<file path="src/verilog/periodic_timer_pkg.sv">
/*
 * Shared constants, mode type and mode decoder for the periodic timer.
 * Assumes a 32-bit APB slave with 12-bit byte addresses.
 */
package periodic_timer_pkg;

    localparam int CNT_W = 10;
    localparam int ADDR_W = 12;

    // Register byte offsets
    localparam logic [11:0] OFS_RUN = 12'h000;
    localparam logic [11:0] OFS_CTL = 12'h004;
    localparam logic [11:0] OFS_DUTY = 12'h008;
    localparam logic [11:0] OFS_PERIOD = 12'h00c;
    localparam logic [11:0] OFS_COUNT = 12'h010;
    localparam logic [11:0] OFS_STATUS = 12'h014;

    // Field positions in timer_control_one
    localparam int MODE_HI = 7;
    localparam int MODE_LO = 6;
    localparam int ACT_HI = 5;
    localparam int ACT_LO = 4;
    localparam int INIT_LVL = 3;
    localparam int INVERT = 2;
    localparam int RSVD = 1;
    localparam int CLR_SEL = 0;

    // Field positions in the run and status registers
    localparam int RUN_BIT = 0;
    localparam int DUTY_FLAG = 0;
    localparam int PERIOD_FLAG = 1;

    // Mode field codes
    localparam logic [1:0] MODE_CODE_CMP = 2'h0;
    localparam logic [1:0] MODE_CODE_PWM = 2'h2;
    localparam logic [1:0] MODE_CODE_TMR = 2'h3;

    // Pin action codes
    localparam logic [1:0] ACT_NONE = 2'h0;
    localparam logic [1:0] ACT_LOW = 2'h1;
    localparam logic [1:0] ACT_HIGH = 2'h2;
    localparam logic [1:0] ACT_TOGGLE = 2'h3;

    // Reset values
    localparam logic [7:0] CTL_RESET = 8'h00;
    localparam logic [9:0] CMP_RESET = 10'h000;
    localparam logic [31:0] RDATA_RESET = 32'h0000_0000;

    typedef enum logic [1:0] {
        MODE_COMPARE,
        MODE_PWM,
        MODE_PULSE,
        MODE_TIMER
    } mode_t;

    // Undefined code 01 is treated as timer/counter: pin left undriven
    function automatic mode_t decode_mode(input logic [7:0] ctl);
        mode_t m;
        case (ctl[MODE_HI:MODE_LO])
            MODE_CODE_CMP: m = MODE_COMPARE;
            MODE_CODE_PWM: m = (ctl[ACT_HI:ACT_LO] == ACT_TOGGLE) ? MODE_PULSE : MODE_PWM;
            default: m = MODE_TIMER;
        endcase
        return m;
    endfunction : decode_mode

endpackage : periodic_timer_pkg
</file>
<file path="src/verilog/counter_if.sv">
/*
 * Carrier between the timer control logic and its counter unit.
 * Assumes both ends run on the same clock.
 */
`timescale 1ns/1ps
interface counter_if;
    logic tick;
    logic run;
    logic restart;
    logic clear_sel;
    periodic_timer_pkg::mode_t mode;
    logic [9:0] duty;
    logic [9:0] period;
    logic [9:0] count;
    logic duty_hit;
    logic period_hit;

    modport ctrl (
        output tick, run, restart, clear_sel, mode, duty, period,
        input count, duty_hit, period_hit
    );
    modport unit (
        input tick, run, restart, clear_sel, mode, duty, period,
        output count, duty_hit, period_hit
    );
endinterface : counter_if

</file>
<file path="src/verilog/match_counter.sv">
/*
 * 10-bit counter with duty and period comparators.
 * Assumes restart is a one-cycle pulse on the run bit's rising edge.
 */
`timescale 1ns/1ps
module match_counter (
    // Clock and reset
    input wire logic clk,
    input wire logic rst_n,
    // Control side
    counter_if.unit cif
);
    typedef struct packed {
        logic [9:0] count;
    } state_t;

    state_t s;
    state_t next_s;
    logic step;
    logic cmp_like;
    logic clear;

    always_comb begin
        next_s = s;
        step = cif.run && cif.tick && !cif.restart;
        cmp_like = (cif.mode == periodic_timer_pkg::MODE_COMPARE) ||
                   (cif.mode == periodic_timer_pkg::MODE_TIMER);
        // Zero duty value never matches; a duty-cleared counter then overflows
        cif.duty_hit = step && (cif.duty != 10'h000) &&
                       (s.count == cif.duty - 10'h001);
        // Period zero compares against 3FF, which is the overflow
        cif.period_hit = step && (s.count == cif.period - 10'h001) &&
                         ((cif.mode == periodic_timer_pkg::MODE_PWM) ||
                          (cmp_like && !cif.clear_sel));
        clear = cif.period_hit || (cmp_like && cif.clear_sel && cif.duty_hit);
        if (cif.restart) begin
            next_s.count = 10'h000;
        end else if (step) begin
            next_s.count = clear ? 10'h000 : s.count + 10'h001;
        end
        cif.count = s.count;
    end

    always_ff @(posedge clk or negedge rst_n) begin
        if (!rst_n) begin
            s <= '0;
        end else begin
            s <= next_s;
        end
    end

    restart_zero_a: assert property (@(posedge clk) disable iff (!rst_n)
        cif.restart |=> (s.count == 10'h000)) else $error("counter not zeroed on restart");
    stop_hold_a: assert property (@(posedge clk) disable iff (!rst_n)
        !cif.run && !cif.restart |=> $stable(s.count)) else $error("stopped counter moved");
    duty_zero_a: assert property (@(posedge clk) disable iff (!rst_n)
        (cif.duty == 10'h000) |-> !cif.duty_hit) else $error("duty hit with zero duty");
    pulse_no_pf_a: assert property (@(posedge clk) disable iff (!rst_n)
        (cif.mode == periodic_timer_pkg::MODE_PULSE) |-> !cif.period_hit)
        else $error("period hit in single pulse mode");

endmodule : match_counter

</file>
<file path="src/verilog/periodic_timer.sv">
/*
 * Periodic timer operating modes with an APB register slave.
 * Assumes tick is a one-cycle enable from clock-source logic and the
 * trigger pin is already synchronous to clk.
 */
`timescale 1ns/1ps
module periodic_timer (
    // Clock and reset
    input wire logic clk,
    input wire logic nrst,
    // APB slave
    input wire logic [11:0] paddr,
    input wire logic psel,
    input wire logic penable,
    input wire logic pwrite,
    input wire logic [31:0] pwdata,
    output logic [31:0] prdata,
    output logic pready,
    output logic pslverr,
    // Timer clock enable
    input wire logic tick,
    // External pins
    input wire logic external_trigger_pin,
    output logic timer_out,
    output logic timer_out_en
);
    typedef struct packed {
        logic run_bit;
        logic run_prev;
        logic trig_prev;
        logic [7:0] ctl;
        logic [9:0] duty;
        logic [9:0] period;
        logic duty_match_flag;
        logic period_match_flag;
        logic pin_level;
        logic timer_out;
        logic timer_out_en;
        logic [31:0] prdata;
        logic pready;
        logic pslverr;
    } state_t;

    state_t s;
    state_t next_s;
    logic rst_meta;
    logic rst_n;
    periodic_timer_pkg::mode_t mode;
    logic run_rise;
    logic wr;
    logic active;
    logic level;
    logic [1:0] action;

    counter_if cif ();

    match_counter u_counter (
        .clk(clk),
        .rst_n(rst_n),
        .cif(cif)
    );

    // Reset release through two flops
    always_ff @(posedge clk or negedge nrst) begin
        if (!nrst) begin
            rst_meta <= 1'b0;
            rst_n <= 1'b0;
        end else begin
            rst_meta <= 1'b1;
            rst_n <= rst_meta;
        end
    end

    always_comb begin
        mode = periodic_timer_pkg::decode_mode(s.ctl);
        action = s.ctl[periodic_timer_pkg::ACT_HI:periodic_timer_pkg::ACT_LO];
        run_rise = s.run_bit && !s.run_prev;
        cif.tick = tick;
        cif.run = s.run_bit;
        cif.restart = run_rise;
        cif.clear_sel = s.ctl[periodic_timer_pkg::CLR_SEL];
        cif.mode = mode;
        cif.duty = s.duty;
        cif.period = s.period;
    end

    always_comb begin
        next_s = s;
        wr = psel && penable && s.pready && pwrite;
        next_s.run_prev = s.run_bit;
        next_s.trig_prev = external_trigger_pin;

        // Trigger edge arms a single pulse
        if (mode == periodic_timer_pkg::MODE_PULSE && external_trigger_pin && !s.trig_prev) begin
            next_s.run_bit = 1'b1;
        end
        if (mode == periodic_timer_pkg::MODE_PULSE && cif.duty_hit) begin
            next_s.run_bit = 1'b0;
        end

        // Register writes; a software write to run overrides the hardware
        if (wr) begin
            case (paddr)
                periodic_timer_pkg::OFS_RUN: begin
                    next_s.run_bit = pwdata[periodic_timer_pkg::RUN_BIT];
                end
                periodic_timer_pkg::OFS_CTL: begin
                    next_s.ctl = pwdata[7:0];
                    next_s.ctl[periodic_timer_pkg::RSVD] = 1'b0;
                end
                periodic_timer_pkg::OFS_DUTY: begin
                    next_s.duty = pwdata[9:0];
                end
                periodic_timer_pkg::OFS_PERIOD: begin
                    next_s.period = pwdata[9:0];
                end
                periodic_timer_pkg::OFS_STATUS: begin
                    next_s.duty_match_flag = s.duty_match_flag &&
                                             !pwdata[periodic_timer_pkg::DUTY_FLAG];
                    next_s.period_match_flag = s.period_match_flag &&
                                               !pwdata[periodic_timer_pkg::PERIOD_FLAG];
                end
                default: begin
                end
            endcase
        end

        // Set after clear so a same-cycle event is kept
        if (cif.duty_hit) begin
            next_s.duty_match_flag = 1'b1;
        end
        if (cif.period_hit) begin
            next_s.period_match_flag = 1'b1;
        end

        // Compare-mode pin: initial level on run rise, action on duty match
        if (run_rise) begin
            next_s.pin_level = s.ctl[periodic_timer_pkg::INIT_LVL];
        end else if (cif.duty_hit) begin
            case (action)
                periodic_timer_pkg::ACT_LOW: next_s.pin_level = 1'b0;
                periodic_timer_pkg::ACT_HIGH: next_s.pin_level = 1'b1;
                periodic_timer_pkg::ACT_TOGGLE: next_s.pin_level = !s.pin_level;
                default: next_s.pin_level = s.pin_level;
            endcase
        end

        // PWM and pulse waveform; counter keeps running when forced
        case (action)
            periodic_timer_pkg::ACT_NONE: active = 1'b0;
            periodic_timer_pkg::ACT_LOW: active = 1'b1;
            // Count stays below a nonzero period, so duty >= period is always active
            periodic_timer_pkg::ACT_HIGH: active = cif.count < s.duty;
            default: active = s.run_bit;
        endcase
        if (mode == periodic_timer_pkg::MODE_COMPARE) begin
            level = next_s.pin_level;
        end else begin
            level = active ? s.ctl[periodic_timer_pkg::INIT_LVL] :
                             !s.ctl[periodic_timer_pkg::INIT_LVL];
        end
        next_s.timer_out_en = mode != periodic_timer_pkg::MODE_TIMER;
        next_s.timer_out = next_s.timer_out_en &&
                           (level ^ s.ctl[periodic_timer_pkg::INVERT]);

        // APB: data and error prepared in setup, answered in first access cycle
        next_s.pready = psel && !penable;
        next_s.pslverr = 1'b0;
        next_s.prdata = periodic_timer_pkg::RDATA_RESET;
        if (psel && !penable) begin
            case (paddr)
                periodic_timer_pkg::OFS_RUN: next_s.prdata = {31'h0, s.run_bit};
                periodic_timer_pkg::OFS_CTL: next_s.prdata = {24'h00_0000, s.ctl};
                periodic_timer_pkg::OFS_DUTY: next_s.prdata = {22'h0, s.duty};
                periodic_timer_pkg::OFS_PERIOD: next_s.prdata = {22'h0, s.period};
                periodic_timer_pkg::OFS_COUNT: next_s.prdata = {22'h0, cif.count};
                periodic_timer_pkg::OFS_STATUS: begin
                    next_s.prdata = {30'h0, s.period_match_flag, s.duty_match_flag};
                end
                default: next_s.pslverr = 1'b1;
            endcase
        end
    end

    always_ff @(posedge clk or negedge rst_n) begin
        if (!rst_n) begin
            s <= '0;
        end else begin
            s <= next_s;
        end
    end

    assign prdata = s.prdata;
    assign pready = s.pready;
    assign pslverr = s.pslverr;
    assign timer_out = s.timer_out;
    assign timer_out_en = s.timer_out_en;

    timer_undriven_a: assert property (@(posedge clk) disable iff (!rst_n)
        (s.ctl[7:6] == periodic_timer_pkg::MODE_CODE_TMR) |=> !s.timer_out_en)
        else $error("pin driven in timer mode");
    cmp_no_pf_a: assert property (@(posedge clk) disable iff (!rst_n)
        (mode == periodic_timer_pkg::MODE_COMPARE && s.ctl[periodic_timer_pkg::CLR_SEL])
        |-> !cif.period_hit) else $error("period hit with duty clear");
    pin_low_a: assert property (@(posedge clk) disable iff (!rst_n)
        (cif.duty_hit && !run_rise && action == periodic_timer_pkg::ACT_LOW)
        |=> !s.pin_level) else $error("drive-low action missed");
    pin_hold_a: assert property (@(posedge clk) disable iff (!rst_n)
        (!cif.duty_hit && !run_rise) |=> $stable(s.pin_level))
        else $error("pin moved without duty match");
    run_init_a: assert property (@(posedge clk) disable iff (!rst_n)
        run_rise |=> (s.pin_level == $past(s.ctl[periodic_timer_pkg::INIT_LVL])))
        else $error("initial level not loaded");
    pulse_end_a: assert property (@(posedge clk) disable iff (!rst_n)
        (mode == periodic_timer_pkg::MODE_PULSE && cif.duty_hit && !wr)
        |=> !s.run_bit ##1 (!s.timer_out_en || (s.timer_out ==
            (s.ctl[periodic_timer_pkg::INVERT] ^ !s.ctl[periodic_timer_pkg::INIT_LVL]))))
            else $error("pulse did not end");
    flag_set_a: assert property (@(posedge clk) disable iff (!rst_n)
        cif.duty_hit |=> s.duty_match_flag) else $error("duty flag not set");
    flag_sticky_a: assert property (@(posedge clk) disable iff (!rst_n)
        (s.period_match_flag && !(wr && paddr == periodic_timer_pkg::OFS_STATUS))
        |=> s.period_match_flag) else $error("period flag dropped");
    pwm_full_a: assert property (@(posedge clk) disable iff (!rst_n)
        (mode == periodic_timer_pkg::MODE_PWM && action == periodic_timer_pkg::ACT_HIGH &&
         s.period != 10'h000 && s.duty >= s.period && !wr)
        |=> (s.timer_out == ($past(s.ctl[periodic_timer_pkg::INIT_LVL]) ^
                             $past(s.ctl[periodic_timer_pkg::INVERT]))))
        else $error("PWM not fully active");

    // Pin action per code on a duty match
    pin_high_a: assert property (@(posedge clk) disable iff (!rst_n)
        (cif.duty_hit && !run_rise && action == periodic_timer_pkg::ACT_HIGH) |=> s.pin_level)
        else $error("drive-high action missed");
    pin_toggle_a: assert property (@(posedge clk) disable iff (!rst_n)
        (cif.duty_hit && !run_rise && action == periodic_timer_pkg::ACT_TOGGLE)
        |=> (s.pin_level != $past(s.pin_level))) else $error("toggle action missed");
    pin_none_a: assert property (@(posedge clk) disable iff (!rst_n)
        (cif.duty_hit && !run_rise && action == periodic_timer_pkg::ACT_NONE)
        |=> $stable(s.pin_level)) else $error("pin moved with no action");
    cmp_out_a: assert property (@(posedge clk) disable iff (!rst_n)
        (mode == periodic_timer_pkg::MODE_COMPARE)
        |=> (s.timer_out == (s.pin_level ^ $past(s.ctl[periodic_timer_pkg::INVERT]))))
        else $error("compare output level wrong");
    timer_quiet_a: assert property (@(posedge clk) disable iff (!rst_n)
        (mode == periodic_timer_pkg::MODE_TIMER) |=> !s.timer_out)
        else $error("output active in timer mode");

    // Forced levels must not stop the waveform logic behind them
    pwm_idle_a: assert property (@(posedge clk) disable iff (!rst_n)
        (mode == periodic_timer_pkg::MODE_PWM && action == periodic_timer_pkg::ACT_NONE)
        |=> (s.timer_out == (!$past(s.ctl[periodic_timer_pkg::INIT_LVL]) ^
                             $past(s.ctl[periodic_timer_pkg::INVERT]))))
        else $error("forced inactive level wrong");
    pwm_forced_a: assert property (@(posedge clk) disable iff (!rst_n)
        (mode == periodic_timer_pkg::MODE_PWM && action == periodic_timer_pkg::ACT_LOW)
        |=> (s.timer_out == ($past(s.ctl[periodic_timer_pkg::INIT_LVL]) ^
                             $past(s.ctl[periodic_timer_pkg::INVERT]))))
        else $error("forced active level wrong");
    pulse_level_a: assert property (@(posedge clk) disable iff (!rst_n)
        (mode == periodic_timer_pkg::MODE_PULSE) |=> (s.timer_out ==
            (($past(s.run_bit) ~^ $past(s.ctl[periodic_timer_pkg::INIT_LVL])) ^
             $past(s.ctl[periodic_timer_pkg::INVERT])))) else $error("pulse level wrong");
    trig_start_a: assert property (@(posedge clk) disable iff (!rst_n)
        (mode == periodic_timer_pkg::MODE_PULSE && external_trigger_pin && !s.trig_prev &&
         !cif.duty_hit && !wr) |=> s.run_bit) else $error("trigger did not start pulse");
    run_hold_a: assert property (@(posedge clk) disable iff (!rst_n)
        (mode != periodic_timer_pkg::MODE_PULSE && !wr) |=> $stable(s.run_bit))
        else $error("run bit moved outside pulse mode");
    duty_sticky_a: assert property (@(posedge clk) disable iff (!rst_n)
        (s.duty_match_flag && !(wr && paddr == periodic_timer_pkg::OFS_STATUS))
        |=> s.duty_match_flag) else $error("duty flag dropped");
    pf_set_a: assert property (@(posedge clk) disable iff (!rst_n)
        cif.period_hit |=> s.period_match_flag) else $error("period flag not set");
    duty_clear_a: assert property (@(posedge clk) disable iff (!rst_n)
        (mode == periodic_timer_pkg::MODE_COMPARE && s.ctl[periodic_timer_pkg::CLR_SEL] &&
         cif.duty_hit) |=> (cif.count == 10'h000)) else $error("duty match did not clear");

    // Period zero still has to end the frame at the top count
    wrap_period_a: assert property (@(posedge clk) disable iff (!rst_n)
        (mode == periodic_timer_pkg::MODE_PWM && s.period == 10'h000 && s.run_bit && tick &&
         !run_rise && cif.count == 10'h3ff) |-> cif.period_hit)
        else $error("no frame end at top count");
    pulse_no_clear_a: assert property (@(posedge clk) disable iff (!rst_n)
        (mode == periodic_timer_pkg::MODE_PULSE && !run_rise && cif.count != 10'h3ff)
        |=> (cif.count >= $past(cif.count))) else $error("counter cleared mid pulse");

endmodule : periodic_timer

</file>
<file path="config.mk">
export PLATFORM = sky130hd
export DESIGN_NAME = periodic_timer
export DESIGN_NICKNAME = d
export VERILOG_FILES = /design/src/verilog/periodic_timer_pkg.sv /design/src/verilog/counter_if.sv /design/src/verilog/match_counter.sv /design/src/verilog/periodic_timer.sv
export SDC_FILE = /design/constraint.sdc
export NUM_CORES = 1
export LEC_CHECK = 0
export ABC_AREA = 0
export BUFFER_PORTS_ARGS = -buffer_cell sky130_fd_sc_hd__buf_2
export CORE_MARGIN = 10
export CORE_UTILIZATION = 35
export DETAILED_ROUTE_END_ITERATION = 8
export PLACE_DENSITY_LB_ADDON = 0.08
export SYNTH_ARGS = -nofsm -noshare
export SYNTH_HDL_FRONTEND = slang
export SYNTH_HIERARCHICAL = 1
export SYNTH_SLANG_ARGS = --single-unit
</file>
<file path="constraint.sdc">
create_clock -name clk -period 2.2 [get_ports clk]
set_input_delay 0.11 -clock clk [delete_from_list [all_inputs] [get_ports clk]]
set_output_delay 0.11 -clock clk [all_outputs]
set_load 0.03 [all_outputs]
</file>
==> run_results.csv <==
group,metric,value,unit
grt,grt_pass1_vias,3578,
timing,slew_headroom,0.630,
worst_setup_path,r2r_slack,-0.53,ns
worst_setup_path,critPathLaunchType,"flop",
place,portBuffers,42,
cells_and_area,drive_above_1_share,0.376,
floorplan,fp.dieW,129,µm
worst_setup_path,cp-end-kind,"flop",
grt,antenna_found_initial,0,
synthesis,synthesis.area,4120,µm²
synthesis,ys_async_sr_fraction,1.00,
timing,clock_skew,0.00608,ns
min_path,whs_path_depth,2,
run_status,status,"finished with violations",
grt,grt_pass1_wl,20100,µm
place,dpl.cell_count,658,
min_path,worstHoldEndpoint,"cif.duty[9]",
worst_setup_path,cp.arrival,2.98,ns
synthesis,synthSimpleGateAreaFrac,0.201,
floorplan,fp.dieH,129,µm
worst_setup_path,r2r_cells,16,
clock_network,cts-root-buf,"clkbuf_16",
timing,hold_viol_final,0,
synthesis,synth_top_family_by_area,"simple AND/OR/NAND/NOR gates",
route,first_pass_iters,5,
route,num_vias,3725,
route,drt-total-wl,13200,µm
synthesis,ys_seq_area_frac,0.358,
synthesis,ys_types,66,
worst_setup_path,critical_path.reg2reg.startpoint,"cif.duty[0]",
synthesis,synth_compound_area_frac,0.164,
floorplan,core,11500,µm²
route,drc,0,
timing,clock.fmax,367,MHz
pwr,finalPower,2.88,mW
cells_and_area,antenna_cells,0,
cells_and_area,final_util,0.481,
synthesis,synthCells,430,
synthesis,synth-xor-area-share,0.0531,
worst_setup_path,crit_fanout,6,
synthesis,yosys_warnings,6,
pwr,cellPowerDensity,522,nW/µm²
route,ant_nets,0,
place,dp_slack,-0.554,ns
timing,rsz0062_at_grt,"yes",
route,wl_per_cell,19.1,µm
synthesis,synth.avg_cell_area,9.58,µm²
timing,setup_viol,14,
timing,tightest_slew,0.556,ns
clock_network,cts_tree,"built",
worst_setup_path,path_class,"flop to flop",
run_status,violations,"setup timing",
worst_setup_path,r2r-end,"timer_out",
floorplan,fp.dieArea,16500,µm²
cells_and_area,area_delta_synth_final,33.9,%
clock_network,clk_latency,0.33,ns
cells_and_area,layout.nets,608,
route,routed_via_density,5.39,
timing,drv_slew,0,
job,maxCapViolations,0,
pwr,p_leak,2.73,nW
min_path,min_from,"pwdata[9]",
floorplan,initial_utilization,0.359,
clock_network,cts_sinks,59,
route,drtIter0Drc,275,
synthesis,ys_seq_elements,59,
grt,grt_start_max_net_pins,35,
grt,gr-total-overflow,0,
clock_network,path_clk_slew,0.05,ns
timing,period_needed,2.73,ns
place,hpwl,9980,µm
min_path,hold_class,"input pin to flop",
floorplan,rows,39,
timing,fin_crit_sh,1.24,
synthesis,synthAdderAreaFrac,0.0425,
cells_and_area,stdcell_count,691,
clock_network,htreeDepth,3,
synthesis,synth_flop_cell,"dfrtp_1",
synthesis,synthMuxAreaShare,0.0762,
grt,grt.total_usage,0.155,
pwr,peakVddDrop,503,µV
clock_network,numCtsBuffers,9,
clock_network,cts_buffer_depth,2,
timing,fin_ws,-0.527,ns
worst_setup_path,crit_required,2.46,ns
synthesis,synth_edf_count,0,
place,place_congestion,0.880,
floorplan,pin_count,87,
## Yosys cell counts, drive strengths merged (2+ instances only)
cell / n / area share
a211oi: 8 / 0.016
a21o: 5 / 0.0091
a21oi: 10 / 0.012
a222oi: 7 / 0.017
a22o: 6 / 0.013
a22oi: 4 / 0.0073
a311o: 2 / 0.0049
a31oi: 12 / 0.018
a32o: 2 / 0.0049
a32oi: 2 / 0.0043
a41oi: 8 / 0.017
and2: 3 / 0.0049
and2b: 2 / 0.0036
and3: 7 / 0.011
and4: 2 / 0.0043
buf: 43 / 0.077
clkbuf: 7 / 0.0064
conb: 2 / 0.0018
dfrtp: 59 / 0.36
ha: 14 / 0.043
inv: 22 / 0.020
mux2: 27 / 0.074
nand2: 22 / 0.022
nand2b: 5 / 0.0082
nand3: 18 / 0.022
nand3b: 3 / 0.0055
nand4: 9 / 0.017
nor2: 34 / 0.035
nor2b: 7 / 0.011
nor3: 10 / 0.013
nor3b: 4 / 0.011
nor4: 9 / 0.020
o21ai: 9 / 0.011
o31a: 2 / 0.0043
o31ai: 2 / 0.0036
or2: 2 / 0.0030
or3: 2 / 0.0030
xnor2: 10 / 0.021
xor2: 15 / 0.032
## worst max path at each step
stage                endpoint        start  slack, ns  cells after the start
finish              timer_out  cif.duty[0]      -0.53                     16
global route        timer_out  cif.duty[1]      -0.67                     15
CTS                 timer_out  cif.duty[1]      -0.44                     12
detailed placement  timer_out  cif.duty[0]      -0.55                     13
global placement    timer_out  cif.duty[0]      -0.48                     13
floorplan           timer_out  cif.duty[0]      -0.31                     14
## repair_timing
item | in CTS | in global routing
hold buffers | 2 | 0
hold endpoints to repair | 3 | 0
setup buffers | 6 | 8
pin swaps | 11 | 17
setup endpoints to repair | 13 | 14
resized for setup | 9 | 13
gates cloned | 2 | 0
## worst max-delay path, cell delays in order, from the launching register on
cell      delay [ns]
dfrtp_2         0.40
inv_2           0.07
ha_4            0.17
nor3b_4         0.15
buf_6           0.14
buf_4           0.12
a211oi_2        0.21
a211oi_2        0.08
o32ai_2         0.12
nand4_1         0.21
inv_2           0.15
and3_4          0.20
o31ai_4         0.05
nor2_1          0.11
a31oi_1         0.06
o31a_1          0.26
nor3_2          0.14
## per-stage QoR
| step | TNS (ns) | hold WS (ns) | instance area [µm²] |
|---|---|---|---|
| CTS | -3.34 | 0.0208 | 5400 |
| floorplan | -0.326 | -0.186 | 4280 |
| detailed placement | -3.27 | -0.102 | 4890 |
| global route | -5.39 | 0.0267 | 5520 |
| finish | -3.47 | 0.0319 | 5520 |
| global placement | -2.72 | -0.104 | 4890 |
## cells in the final DEF (no fill, tap or decap), types with 6 or more instances in the layout
master     synthesis  final
buf_4             34     79
conb_1             2     23
a31oi_1           12     12
a21oi_1           10      9
mux2_2            17     17
clkbuf_16          0      9
inv_1             22     18
o21ai_0            9      7
nand3_1           18     17
dfrtp_1           59     55
a41oi_1            8      8
nand2_1           21     21
mux2_1            10     10
nor2b_1            7      7
buf_2              6     42
a22o_1             6      6
nand4_1            7      7
nor2_1            32     32
ha_1              14     12
xnor2_1           10      8
xor2_1            15     15
and3_1             7      6
a222oi_1           7      7
## routing by layer
layer	up-vias	track usage	wire [µm]
li1	1759	-	-
met1	1816	0.212	5930
met2	133	0.240	6190
met3	17	0.0308	806
met4	0	0.0504	245
met5	-	0	0
## cell families after synthesis
logic type               count (synthesis)
AO/OA/AOI/OAI                           88
XOR/XNOR                                25
adder cells (fa/ha/maj)                 14
buffers and inverters                   72
flip-flops                              59
multiplexers                            28
other                                    2
AND/OR/NAND/NOR                        142
## registers in the layout (all words and copies together) (netlist names)
signal,cells
prdata,10
pready,1
cif.period,10
s,9
cif.run,1
pslverr,1
timer_out_en,1
rst_n,1
action,2
u_counter/cif.count,10
rst_meta,1
timer_out,1
cif.duty,10
cif.clear_sel,1
## final cells by class
cell class / count / area, µm²
clock buffer: 11 / 243
timing repair buffer: 131 / 977
inverter: 22 / 82.6
tap: 143 / 179
fill: 1056 / 5950
clock inverter: 5 / 100
multi-input combinational: 320 / 2460
sequential: 59 / 1480
## where the power goes
part	internal, mW	total [mW]	switching (mW)
combinational	0.0353	0.138	0.103
clock	1.13	1.64	0.510
sequential	1.09	1.10	0.0102
total	2.26	2.88	0.623
Note: power is estimated with default switching activity, not from simulation.
